==> src/verilog/crf_pkg.sv <==
`default_nettype none
package crf_pkg;

  // ***********************************************************
  // sizes
  // ***********************************************************
  localparam int CRF_DEPTH    = 8;
  localparam int CRF_NPROG    = 6;
  localparam int CRF_NFILT    = 2;
  localparam int CRF_ID_W     = 11;
  localparam int CRF_DLC_W    = 4;
  localparam int CRF_DATA_W   = 64;
  localparam int CRF_ENTRY_W  = CRF_ID_W + CRF_DLC_W + CRF_DATA_W;
  localparam int CRF_IDX_W    = 3;
  localparam int CRF_PTR_W    = 4;
  localparam int CRF_INT_W    = 3;

  // ***********************************************************
  // register offsets
  // ***********************************************************
  localparam logic [7:0] CRF_A_STATUS   = 8'h00;
  localparam logic [7:0] CRF_A_CONTROL  = 8'h01;
  localparam logic [7:0] CRF_A_ENHANCED = 8'h02;
  localparam logic [7:0] CRF_A_IOCTRL   = 8'h03;
  localparam logic [7:0] CRF_A_TXSEL    = 8'h04;
  localparam logic [7:0] CRF_A_FULL     = 8'h05;
  localparam logic [7:0] CRF_A_INTSTAT  = 8'h06;
  localparam logic [7:0] CRF_A_INTMASK  = 8'h07;
  localparam logic [7:0] CRF_A_FILTEN   = 8'h08;
  localparam logic [7:0] CRF_A_ID_HI    = 8'h10;
  localparam logic [7:0] CRF_A_ID_LO    = 8'h11;
  localparam logic [7:0] CRF_A_DLC      = 8'h12;
  localparam logic [4:0] CRF_A_DATA_PAGE = 5'h03;
  localparam logic [7:0] CRF_A_FILT_BASE = 8'h20;

  // ***********************************************************
  // field positions and codes
  // ***********************************************************
  localparam int         CRF_MODE_LSB   = 6;
  localparam int         CRF_WMSEL_BIT  = 5;
  localparam int         CRF_CAPSEL_BIT = 4;
  localparam logic [1:0] CRF_MODE_FIFO  = 2'h2;
  localparam logic [4:0] CRF_ICODE_FIFO = 5'h10;
  localparam logic [4:0] CRF_ICODE_NONE = 5'h00;
  localparam int         CRF_INT_RX     = 0;
  localparam int         CRF_INT_WM     = 1;
  localparam int         CRF_INT_OVF    = 2;
  localparam logic [3:0] CRF_WM_ONE     = 4'h1;
  localparam logic [3:0] CRF_WM_FOUR    = 4'h4;
  localparam logic [3:0] CRF_LEN_MIN    = 4'h2;
  localparam logic [3:0] CRF_LEN_MAX    = 4'h8;

  // ***********************************************************
  // reset values
  // ***********************************************************
  localparam logic [1:0]  CRF_RST_MODE  = 2'h0;
  localparam logic [5:0]  CRF_RST_TXSEL = 6'h00;
  localparam logic [10:0] CRF_RST_ID    = 11'h000;
  localparam logic [7:0]  CRF_RST_BYTE  = 8'h00;

  // ***********************************************************
  // helpers
  // ***********************************************************
  function automatic logic crf_accept(input logic [10:0] id,
                                      input logic [10:0] filt,
                                      input logic [10:0] mask);
    // a bit passes when unmasked or equal to the filter
    return &(~mask | ~(id ^ filt));
  endfunction : crf_accept

  function automatic logic [3:0] crf_fifo_len(input logic [5:0] tx);
    logic [3:0] len;
    len = CRF_LEN_MAX;
    for (int i = CRF_NPROG - 1; i >= 0; i--) begin
      if (tx[i]) begin
        len = CRF_LEN_MIN + 4'(i);
      end
    end
    return len;
  endfunction : crf_fifo_len

  function automatic logic [2:0] crf_next_ptr(input logic [2:0] p,
                                              input logic [3:0] len);
    if (({1'b0, p} + 4'h1) >= len) begin
      return 3'h0;
    end
    return p + 3'h1;
  endfunction : crf_next_ptr

  function automatic logic [3:0] crf_empty_cnt(input logic [7:0] full,
                                               input logic [3:0] len);
    logic [3:0] cnt;
    cnt = len;
    for (int i = 0; i < CRF_DEPTH; i++) begin
      if ((4'(i) < len) && full[i]) begin
        cnt = cnt - 4'h1;
      end
    end
    return cnt;
  endfunction : crf_empty_cnt

endpackage : crf_pkg
`default_nettype wire

==> src/verilog/crf_msg_mem.sv <==
`timescale 1ns/1ns
`default_nettype none
module crf_msg_mem
  import crf_pkg::*;
(
  // clock
  input  wire logic                   i_clk,
  // write port
  input  wire logic                   i_we,
  input  wire logic [CRF_IDX_W-1:0]   i_waddr,
  input  wire logic [CRF_ENTRY_W-1:0] i_wdata,
  // read port
  input  wire logic [CRF_IDX_W-1:0]   i_raddr,
  output logic      [CRF_ENTRY_W-1:0] o_rdata
);

  // ***********************************************************
  // storage, one row per buffer, head row first
  // ***********************************************************
  logic [CRF_ENTRY_W-1:0] mem_ff [CRF_DEPTH];
  logic [CRF_ENTRY_W-1:0] rdata_ff;

  always_ff @(posedge i_clk) begin
    if (i_we) begin
      mem_ff[i_waddr] <= i_wdata;
    end
  end

  always_ff @(posedge i_clk) begin
    rdata_ff <= mem_ff[i_raddr];
  end

  assign o_rdata = rdata_ff;

endmodule : crf_msg_mem
`default_nettype wire

==> src/verilog/crf_rx_fifo.sv <==
// Local design decisions: the strobed register port and the register offsets.
`timescale 1ns/1ns
`default_nettype none
module crf_rx_fifo
  import crf_pkg::*;
(
  // clock and reset
  input  wire logic                  i_clk,
  input  wire logic                  i_rst_n,
  // register port
  input  wire logic [7:0]            i_addr,
  input  wire logic [7:0]            i_wdata,
  input  wire logic                  i_wr,
  input  wire logic                  i_rd,
  output logic      [7:0]            o_rdata,
  // protocol engine
  input  wire logic                  i_msg_valid,
  input  wire logic [CRF_ID_W-1:0]   i_msg_id,
  input  wire logic [CRF_DLC_W-1:0]  i_msg_dlc,
  input  wire logic [CRF_DATA_W-1:0] i_msg_data,
  // capture unit
  input  wire logic                  i_cap_pin,
  output logic                       o_cap_trigger,
  // status
  output logic                       o_fifo_empty,
  output logic                       o_irq
);

  // ***********************************************************
  // state
  // ***********************************************************
  logic [1:0]           mode_ff;
  logic                 wm_sel_ff;
  logic                 cap_sel_ff;
  logic [5:0]           tx_sel_ff;
  logic [CRF_NFILT-1:0] filt_en_ff;
  logic [10:0]          filt_ff [CRF_NFILT];
  logic [10:0]          mask_ff [CRF_NFILT];
  logic [7:0]           full_ff;
  logic [2:0]           wp_ff;
  logic [2:0]           rp_ff;
  logic [4:0]           icode_ff;
  logic [CRF_INT_W-1:0] int_stat_ff;
  logic [CRF_INT_W-1:0] int_mask_ff;
  logic [7:0]           rdata_ff;
  logic                 cap_strobe_ff;
  logic                 cap_meta_ff;
  logic                 cap_sync_ff;

  logic [7:0]             nxt_full;
  logic [2:0]             nxt_rp;
  logic [2:0]             nxt_wp;
  logic [CRF_INT_W-1:0]   nxt_int_stat;
  logic [4:0]             nxt_icode;
  logic [7:0]             nxt_rdata;
  logic                   fifo_mode;
  logic [3:0]             fifo_len;
  logic [CRF_NFILT-1:0]   filt_hit;
  logic                   hit;
  logic                   store;
  logic                   ovf;
  logic [7:0]             clr_bits;
  logic [7:0]             set_bits;
  logic                   rp_clear;
  logic [3:0]             empty_after;
  logic [3:0]             wm_target;
  logic                   wm_event;
  logic [CRF_INT_W-1:0]   int_set;
  logic [CRF_INT_W-1:0]   int_clr;
  logic [CRF_ENTRY_W-1:0] mem_q;

  // ***********************************************************
  // acceptance and fifo decode
  // ***********************************************************
  assign fifo_mode = (mode_ff == CRF_MODE_FIFO);
  assign fifo_len  = crf_fifo_len(tx_sel_ff);

  always_comb begin
    for (int i = 0; i < CRF_NFILT; i++) begin
      filt_hit[i] = filt_en_ff[i] &
                    crf_accept(i_msg_id, filt_ff[i], mask_ff[i]);
    end
  end

  assign hit   = |filt_hit;
  assign store = i_msg_valid & fifo_mode & hit & ~full_ff[wp_ff];
  assign ovf   = i_msg_valid & fifo_mode & hit & full_ff[wp_ff];

  assign clr_bits = (i_wr && (i_addr == CRF_A_FULL)) ? i_wdata : 8'h00;
  assign set_bits = store ? (8'h01 << wp_ff) : 8'h00;
  // a store in the same cycle as a clear keeps the flag set
  assign nxt_full = (full_ff & ~clr_bits) | set_bits;
  assign rp_clear = clr_bits[rp_ff] & full_ff[rp_ff] & ~set_bits[rp_ff];

  assign nxt_wp = store ? crf_next_ptr(wp_ff, fifo_len) : wp_ff;
  assign nxt_rp = rp_clear ? crf_next_ptr(rp_ff, fifo_len) : rp_ff;

  assign empty_after = crf_empty_cnt(nxt_full, fifo_len);
  assign wm_target   = wm_sel_ff ? CRF_WM_ONE : CRF_WM_FOUR;
  assign wm_event    = store & (empty_after == wm_target);

  // ***********************************************************
  // fifo pointers and full flags
  // ***********************************************************
  always_ff @(posedge i_clk) begin
    if (!i_rst_n) begin
      full_ff <= 8'h00;
    end else begin
      full_ff <= nxt_full;
    end
  end

  always_ff @(posedge i_clk) begin
    if (!i_rst_n) begin
      wp_ff <= 3'h0;
      rp_ff <= 3'h0;
    end else begin
      wp_ff <= nxt_wp;
      rp_ff <= nxt_rp;
    end
  end

  crf_msg_mem u_mem (
    .i_clk   (i_clk),
    .i_we    (store),
    .i_waddr (wp_ff),
    .i_wdata ({i_msg_id, i_msg_dlc, i_msg_data}),
    .i_raddr (rp_ff),
    .o_rdata (mem_q)
  );

  // ***********************************************************
  // interrupt code and interrupt flags
  // ***********************************************************
  assign int_set = {ovf, wm_event, store};
  assign int_clr = (i_wr && (i_addr == CRF_A_INTSTAT)) ?
                   i_wdata[CRF_INT_W-1:0] : {CRF_INT_W{1'b0}};
  assign nxt_int_stat = (int_stat_ff & ~int_clr) | int_set;

  always_comb begin
    nxt_icode = icode_ff;
    if (store) begin
      nxt_icode = CRF_ICODE_FIFO;
    end else if (!nxt_int_stat[CRF_INT_RX]) begin
      nxt_icode = CRF_ICODE_NONE;
    end
  end

  always_ff @(posedge i_clk) begin
    if (!i_rst_n) begin
      int_stat_ff <= {CRF_INT_W{1'b0}};
      icode_ff    <= CRF_ICODE_NONE;
    end else begin
      int_stat_ff <= nxt_int_stat;
      icode_ff    <= nxt_icode;
    end
  end

  assign o_irq = |(int_stat_ff & int_mask_ff);

  // ***********************************************************
  // configuration registers
  // ***********************************************************
  always_ff @(posedge i_clk) begin
    if (!i_rst_n) begin
      mode_ff     <= CRF_RST_MODE;
      wm_sel_ff   <= 1'b0;
      cap_sel_ff  <= 1'b0;
      tx_sel_ff   <= CRF_RST_TXSEL;
      int_mask_ff <= {CRF_INT_W{1'b0}};
      filt_en_ff  <= {CRF_NFILT{1'b0}};
    end else if (i_wr) begin
      case (i_addr)
        CRF_A_ENHANCED: begin
          mode_ff   <= i_wdata[CRF_MODE_LSB +: 2];
          wm_sel_ff <= i_wdata[CRF_WMSEL_BIT];
        end
        CRF_A_IOCTRL:  cap_sel_ff  <= i_wdata[CRF_CAPSEL_BIT];
        CRF_A_TXSEL:   tx_sel_ff   <= i_wdata[CRF_NPROG-1:0];
        CRF_A_INTMASK: int_mask_ff <= i_wdata[CRF_INT_W-1:0];
        CRF_A_FILTEN:  filt_en_ff  <= i_wdata[CRF_NFILT-1:0];
        default: begin
        end
      endcase
    end
  end

  // four bytes per filter: filter hi, filter lo, mask hi, mask lo
  always_ff @(posedge i_clk) begin
    if (!i_rst_n) begin
      for (int i = 0; i < CRF_NFILT; i++) begin
        filt_ff[i] <= CRF_RST_ID;
        mask_ff[i] <= CRF_RST_ID;
      end
    end else if (i_wr && (i_addr[7:3] == CRF_A_FILT_BASE[7:3])) begin
      for (int i = 0; i < CRF_NFILT; i++) begin
        if (i_addr[2] == 1'(i)) begin
          case (i_addr[1:0])
            2'h0: filt_ff[i][10:3] <= i_wdata;
            2'h1: filt_ff[i][2:0]  <= i_wdata[2:0];
            2'h2: mask_ff[i][10:3] <= i_wdata;
            2'h3: mask_ff[i][2:0]  <= i_wdata[2:0];
            default: begin
            end
          endcase
        end
      end
    end
  end

  // ***********************************************************
  // read data
  // ***********************************************************
  always_comb begin
    nxt_rdata = CRF_RST_BYTE;
    case (i_addr)
      CRF_A_STATUS:   nxt_rdata = {3'h0, icode_ff};
      CRF_A_CONTROL:  nxt_rdata = {4'h0, 1'b0, rp_ff};
      CRF_A_ENHANCED: nxt_rdata = {mode_ff, wm_sel_ff, 5'h00};
      CRF_A_IOCTRL:   nxt_rdata = {3'h0, cap_sel_ff, 4'h0};
      CRF_A_TXSEL:    nxt_rdata = {2'h0, tx_sel_ff};
      CRF_A_FULL:     nxt_rdata = full_ff;
      CRF_A_INTSTAT:  nxt_rdata = {5'h00, int_stat_ff};
      CRF_A_INTMASK:  nxt_rdata = {5'h00, int_mask_ff};
      CRF_A_FILTEN:   nxt_rdata = {6'h00, filt_en_ff};
      CRF_A_ID_HI:    nxt_rdata = mem_q[CRF_ENTRY_W-1 -: 8];
      CRF_A_ID_LO:    nxt_rdata = {mem_q[CRF_ENTRY_W-9 -: 3], 5'h00};
      CRF_A_DLC:      nxt_rdata = {4'h0, mem_q[CRF_DATA_W +: CRF_DLC_W]};
      default: begin
        if (i_addr[7:3] == CRF_A_DATA_PAGE) begin
          nxt_rdata = mem_q[{i_addr[2:0], 3'h0} +: 8];
        end else if (i_addr[7:3] == CRF_A_FILT_BASE[7:3]) begin
          case (i_addr[1:0])
            2'h0: nxt_rdata = filt_ff[i_addr[2]][10:3];
            2'h1: nxt_rdata = {5'h00, filt_ff[i_addr[2]][2:0]};
            2'h2: nxt_rdata = mask_ff[i_addr[2]][10:3];
            default: nxt_rdata = {5'h00, mask_ff[i_addr[2]][2:0]};
          endcase
        end
      end
    endcase
  end

  always_ff @(posedge i_clk) begin
    if (!i_rst_n) begin
      rdata_ff <= CRF_RST_BYTE;
    end else if (i_rd) begin
      rdata_ff <= nxt_rdata;
    end else begin
      rdata_ff <= CRF_RST_BYTE;
    end
  end

  assign o_rdata = rdata_ff;

  // ***********************************************************
  // time-stamp capture source
  // ***********************************************************
  always_ff @(posedge i_clk) begin
    if (!i_rst_n) begin
      cap_meta_ff <= 1'b0;
      cap_sync_ff <= 1'b0;
    end else begin
      cap_meta_ff <= i_cap_pin;
      cap_sync_ff <= cap_meta_ff;
    end
  end

  always_ff @(posedge i_clk) begin
    if (!i_rst_n) begin
      cap_strobe_ff <= 1'b0;
    end else begin
      cap_strobe_ff <= store & cap_sel_ff;
    end
  end

  assign o_cap_trigger = cap_sel_ff ? cap_strobe_ff : cap_sync_ff;
  assign o_fifo_empty  = ~full_ff[rp_ff];
endmodule : crf_rx_fifo
`default_nettype wire

==> config.mk <==
export PLATFORM = sky130hd
export DESIGN_NAME = crf_rx_fifo
export DESIGN_NICKNAME = d
export VERILOG_FILES = /design/src/verilog/crf_pkg.sv /design/src/verilog/crf_msg_mem.sv /design/src/verilog/crf_rx_fifo.sv
export SDC_FILE = /design/constraint.sdc
export NUM_CORES = 1
export LEC_CHECK = 0
export BUFFER_PORTS_ARGS = -buffer_cell sky130_fd_sc_hd__buf_2
export CAP_MARGIN = 20
export CORE_MARGIN = 2
export CORE_UTILIZATION = 55
export CTS_CLUSTER_SIZE = 40
export DETAILED_ROUTE_END_ITERATION = 10
export PLACE_DENSITY = 0.8
export SETUP_SLACK_MARGIN = 0.5
export SKIP_LAST_GASP = 1
export SLEW_MARGIN = 10
export SYNTH_ARGS = -nofsm -noshare
export SYNTH_HDL_FRONTEND = slang
export SYNTH_SLANG_ARGS = --single-unit
==> constraint.sdc <==
create_clock -name i_clk -period 11.9 [get_ports i_clk]
set_clock_uncertainty 0.05 [all_clocks]
set_input_delay 1.19 -clock i_clk [delete_from_list [all_inputs] [get_ports i_clk]]
set_output_delay 1.19 -clock i_clk [all_outputs]
set_load 0.01 [all_outputs]
# Word-level counts from Yosys, hierarchy flattened
# Memories as Yosys holds them, arrays and structs flattened. A register that Yosys moved wholly into a read port is not among the register bits.
# Index checks and enable logic that the tools add are counted.
[op_classes]
addsub = 12
magnitude_cmp = 12
n_eq_ne = 19
shifts = 2
muxes = 86
bitwise_logic = 36
reduce_logical = 23
[ops]
columns = ["operator", "n"]
rows = [
  ["$pmux 8 s12", 1],
  ["$shiftx 79x7->8", 1],
  ["$mux 8", 8],
  ["$mux 4", 14],
  ["$mux 1", 46],
  ["$not 11->11", 4],
  ["$eq 8x3->1 const B", 4],
  ["$sub 4x1->4 const B", 8],
  ["$mux 3", 10],
  ["$eq 8x5->1 const B", 3],
  ["$pmux 8 s3", 1],
  ["$or 11x11->11", 2],
  ["$reduce_and 11->1", 2],
  ["$xor 11x11->11", 2],
  ["$eq 8x2->1 const B", 2],
  ["$lt 3x4->1 const A", 4],
  ["$bmux 1 s3", 4],
  ["$reduce_and 2->1", 6],
  ["$logic_and 1x1->1", 11],
  ["$and 1x1->1", 10],
  ["$mux 5", 2],
  ["$add 3x1->4 const B", 2],
  ["$and 8x8->8", 1],
  ["$eq 8x1->1 const B", 1],
  ["other kinds (24)", 41],
]
[totals]
register_bits = 44
ramBits = 676
out_inout_bits = 11
word_cells = 208
memories = 3
[mem_list]
columns = ["memory", "words", "word_bits", "read_ports", "rd_ports_with_merged_regs", "write_ports", "line_no", "source"]
rows = [
  ["u_mem.mem_ff", 8, 79, 1, 1, 1, "crf_msg_mem.sv:20", "logic [CRF_ENTRY_W-1:0] mem_ff [CRF_DEPTH];"],
  ["filt_ff", 2, 11, 3, 0, 2, "crf_rx_fifo.sv:37", "logic [10:0] filt_ff [CRF_NFILT];"],
  ["mask_ff", 2, 11, 3, 0, 2, "crf_rx_fifo.sv:38", "logic [10:0] mask_ff [CRF_NFILT];"],
]

# Logic depth before layout (Yosys ltp)
# An unclocked memory read counts as a cell.
[depth]
ltp_word = 32
mapped_depth = 24
depth_no_buf = 24

# Modules after synthesis
# A second synthesis with hierarchy kept.
[unflattened]
hier_cells = 1633
area_unflattened_um2 = 31670.4
[by_module_without_submodules]
columns = ["module", "n_inst", "cells_each", "area_each_um2", "seq_area_each_um2"]
rows = [
  ["crf_msg_mem", 1, 1006, 25360.6, 20559.7],
  ["crf_rx_fifo", 1, 627, 6309.8, 2202.1],
]

# Worst setup path after synthesis
# OpenSTA, ideal clock, no wires.
[synth_timing]
path_type = "input port to flip-flop"
start = "input i_msg_id[8]"
end = "memory u_mem.mem_ff[4][0] (netlist name) (enable)"
setup_ns = 0.613
arrival_time_ns = 7.987
required_time_ns = 11.237
setup_slack_ns = 3.250
cell_stages = 7
path_buffers = 1
cell_sequence = "xor2_1 > a22oi_1 > nand4_1 > o32ai_4 > clkbuf_1 > nand2_1 > nor3_1"
[synth_between]
elab_chain_cells = 10
[synth_lines]
columns = ["element", "line_no", "source"]
rows = [
  ["from (decl)", "crf_rx_fifo.sv:18", "input wire logic [CRF_ID_W-1:0] i_msg_id,"],
  ["$xor 11x11->11", "crf_pkg.sv:68", "return &(~mask | ~(id ^ filt));"],
  ["$not 11->11", "crf_pkg.sv:68", ""],
  ["$or 11x11->11", "crf_pkg.sv:68", ""],
  ["$reduce_and 11->1", "crf_pkg.sv:68", ""],
  ["$and 1x1->1", "crf_rx_fifo.sv:80", "filt_hit[i] = filt_en_ff[i] &"],
  ["$reduce_or 2->1 (*)", "crf_rx_fifo.sv:85", "assign hit = |filt_hit;"],
  ["$and 1x1->1 (*) (2 in series)", "crf_rx_fifo.sv:86", "assign store = i_msg_valid & fifo_mode & hit & ~full_ff[wp_ff];"],
  ["$mux 1 (*)", "crf_msg_mem.sv:24", "if (i_we) begin"],
  ["$mux 1 (implied by the code) (*)", "crf_msg_mem.sv:25", "mem_ff[i_waddr] <= i_wdata;"],
  ["to (decl)", "crf_msg_mem.sv:20", ""],
]
# Mark *: on every way between the ends. The rest lies on a longest branch, timed or not.

# Worst setup path in the final report
[layout_timing]
start = "input i_msg_id[8]"
end = "register int_stat_ff[1]"
[layout_between]
elab_chain_cells = 29
[layout_lines]
columns = ["element", "line_no", "source"]
rows = [
  ["$xor 11x11->11", "crf_pkg.sv:68", ""],
  ["$not 11->11", "crf_pkg.sv:68", ""],
  ["$or 11x11->11", "crf_pkg.sv:68", ""],
  ["$reduce_and 11->1", "crf_pkg.sv:68", ""],
  ["$and 1x1->1", "crf_rx_fifo.sv:80", ""],
  ["$reduce_or 2->1 (*)", "crf_rx_fifo.sv:85", ""],
  ["$and 1x1->1 (*) (2 in series)", "crf_rx_fifo.sv:86", ""],
  ["$mux 8", "crf_rx_fifo.sv:90", "assign set_bits = store ? (8'h01 << wp_ff) : 8'h00;"],
  ["[12 not listed]", "-", ""],
  ["$mux 4", "crf_pkg.sv:95", "if ((4'(i) < len) && full[i]) begin"],
  ["$sub 4x1->4", "crf_pkg.sv:96", "cnt = cnt - 4'h1;"],
  ["$mux 4", "crf_pkg.sv:95", ""],
  ["$sub 4x1->4", "crf_pkg.sv:96", ""],
  ["$mux 4", "crf_pkg.sv:95", ""],
  ["$eq 4x3->1", "crf_rx_fifo.sv:100", "assign wm_event = store & (empty_after == wm_target);"],
  ["$and 1x1->1 (*)", "crf_rx_fifo.sv:100", ""],
  ["$or 3x3->3 (*)", "crf_rx_fifo.sv:138", "assign nxt_int_stat = (int_stat_ff & ~int_clr) | int_set;"],
  ["to (signal assigned)", "crf_rx_fifo.sv:151", "int_stat_ff <= {CRF_INT_W{1'b0}};"],
  ["to (signal assigned)", "crf_rx_fifo.sv:154", "int_stat_ff <= nxt_int_stat;"],
  ["to (decl)", "crf_rx_fifo.sv:43", "logic [CRF_INT_W-1:0] int_stat_ff;"],
]
# Marks and branches as above.
# A chain may end at the register's enable or synchronous reset.

==> results.txt <==
R2R Setup Slk: 6640 ps
NetSw: 0.00112 W
Clk Latency, worst-skew pair: 630 ps
Layout Area Growth over Synthesis: 13.2%
Pins Over Slew Limit: 0
Top Ports: 112
adder-cell share of the synthesized area: 0.789%
Iter 0 DRT Violations: 1744
chip width: 243 µm
CP startpoint: i_msg_id[8]
layout cells sized above 1: 31.0%
endpoints failing setup: 0
max-cap violations: 0
ys flop type: edfxtp_1
Gate power share: 2.0%
nets@finish: 1894
Via density: 6.19
status: finished clean
main combinational cell family by area after synthesis: multiplexers
Setup Buffers After CTS: 0
Synth top area share: 64.6%
mux share of post-synthesis cell area: 17.1%
Crit. End Element: flop
Total Power: 0.00566 W
top cell family by delay on the critical path: compound AO/OA/AOI/OAI gates
grt total ovfl: 0
Post-synth ARST share: 0%
Die Area: 0.0590 mm²
Synth Area in Simple Gates: 3.98%
DRC violations left: 0
clk buf depth: 3
Syn Inst Count: 1630
vias in the first global route: 16900
Clk pwr share: 44.2%
PostCTS Resize Cnt: 0
pwr/cell area: 159 mW/mm²
critical path, cell by cell: buf_2, xor2_1, a22oi_1, nand4_1, o32ai_4, nand3_2, a21oi_4, mux2i_1, xnor3_1, xnor2_1, inv_1, ha_1, nand2_1, xor2_1, xor2_1, nand3_1, o211a_1, o31ai_2
worst-margin pin slew: 1130 ps
CP Buf/Inv Count: 2
setup TNS: 0 ps
slowest CP cell: o32ai_4
worst hold path cell count: 1
unrepaired setup endpoints after global routing: no
syn nets: 1750
CP peak stage delay: 810 ps
Min Clock Period, post-route: 5350 ps
FF+latch count, synth: 799
Hold Path Origin: cap_meta_ff
final worst-path cycle share: 44.9%
sw frac: 19.9%
# hold bufs at CTS: 0
top cells by area, synth: edfxtp_1, mux4_2, dfxtp_1, mux2_2, nand2_1
DRT Wirelength: 69200 µm
via count: 16100
Seq pwr share: 53.8%
crit-path most repeated cell: xor2_1
Synth Cell Area: 0.0314 mm²
reg-to-reg startpoint: wp_ff[0]
Synth Warn #: 0
final hold vios: 0
GPL Wtd Cong: 0.983
Synth Area in XOR/XNOR: 1.10%
CTS tree: done
Detail Route Antenna Nets: 0
Num CTS Buffers: 78
initial antenna violation count: 15
number of synthesized flops with an enable pin: 676
sequential share of the synthesized area: 72.5%
H-tree depth: 3
Hold Path Class: flop to flop
category of the most critical setup path: input port to flop
unique cell type count in the Yosys netlist: 75
Worst setup SP type: input port
DR WL/cell: 26.6 µm
commonest non-fill, non-tap cell in the layout: edfxtp_1
DIE HEIGHT: 243 µm
Leak Pwr: 11.5 nW
port bufs: 111
relative slew slack: 24.7%
clock-pin slew on the worst setup and hold paths: 60 ps
Worst Path Arrival: 5840 ps
Rows: 87
Util after Layout: 63.0%
Peak VDD IR: 114 µV
Detailed Place HPWL: 39900 µm
mean post-synth cell area: 19.3 µm²
R2R cell count: 16
global-route wire length before repair: 105000 µm
WHS Endpoint: cap_sync_ff
drt pass-1 iters: 5
commonest cells after routing, fill and taps aside: edfxtp_1, mux4_2, dfxtp_1
Tot GR Track Use: 23.9%
internal power: 0.00453 W
Max FO, Critical Path: 18
Compound-Gate Fraction of Synth Area: 3.51%
pin count of the biggest net entering global routing: 75
starting density of the core: 55.7%
Core Area: 0.0564 mm²
Clock Sinks: 799
post-synth top area cell: edfxtp_1
RR Endpoint: int_stat_ff[1]
Clock Root Buffer: clkbuf_16
Data required, critical path: 12390 ps
fmax: 187 MHz
WHS: 389 ps
logic make-up (layout without fill, tap and decap cells):
family	Yosys count	after routing
flops	799	799
buf+inv	89	299
other cells	0	8
mux	293	293
compound gates	150	150
xor+xnor	36	36
simple gates	243	243
fa+ha+maj	20	20
state kept, by name (all words and copies together), names as in the netlist, 6 cells and up:
register       flops
o_rdata            8
full_ff            8
u_mem.mem_ff     632
tx_sel_ff          6
filt_ff           22
mask_ff           22
u_mem.o_rdata     79
area by class of cell:
class | count | area [µm²]
Tap cell | 756 | 946
Antenna cell | 8 | 20.0
Inverter | 13 | 48.8
Multi-Input combinational cell | 742 | 8350
Sequential cell | 799 | 22800
Fill cell | 3781 | 20800
Timing Repair Buffer | 140 | 773
Clock buffer | 103 | 2150
Clock inverter | 43 | 485
power by group through the flow:
stage	sequential [W]	combinational, W	clock, W
after floorplan	0.00310	0.0000455	0
after global placement	0.00310	0.000106	0
after CTS	0.00304	0.000112	0.00253
final	0.00304	0.000114	0.00250
after detailed placement	0.00310	0.000111	0
after global routing	0.00304	0.000122	0.00265
cell usage after synthesis (5+ instances only):
cell type / n
nand3_1: 33
a21oi_1: 21
o21ai_0: 22
o211ai_1: 6
nand2b_1: 6
nor2_1: 42
inv_1: 13
mux2_2: 88
xnor2_1: 6
a22oi_1: 18
a31oi_1: 9
nor2b_1: 17
o31ai_1: 7
and2_1: 20
a21boi_0: 18
buf_1: 21
a22o_1: 5
dfxtp_1: 123
nand2_1: 67
and3_1: 12
a211oi_1: 6
mux2i_1: 19
nor3_1: 15
xor2_1: 27
ha_1: 19
mux4_2: 185
o21a_1: 5
clkbuf_1: 54
edfxtp_1: 676
routing by layer:
metal / vias to the layer above / track usage, % / wire [µm]
met1: 8324 / 32.7 / 27800
met2: 702 / 38.3 / 34000
met5: - / 0 / 86
met4: 14 / 8.14 / 1760
met3: 141 / 5.48 / 5500
li1: 6927 / - / -
worst max-delay path by stage:
stage,to,slack (ps),cells after the start
after floorplan,u_mem.mem_ff[4][0],3250,7
after global placement,int_stat_ff[1],6110,18
after detailed placement,int_stat_ff[1],5990,18
after CTS,int_stat_ff[1],6610,18
after global routing,int_stat_ff[1],6020,19
final,int_stat_ff[1],6550,18
stage by stage:
| stage | worst slack, ps | area [µm²] | instances |
|---|---|---|---|
| global route | 6020 | 35500 | 2598 |
| global placement | 6110 | 32900 | 2450 |
| CTS | 6610 | 35500 | 2596 |
| finish | 6550 | 35500 | 2604 |
| detailed placement | 5990 | 32900 | 2450 |
| floorplan | 3250 | 31400 | 1630 |
(Power assumes the default switching activity.)
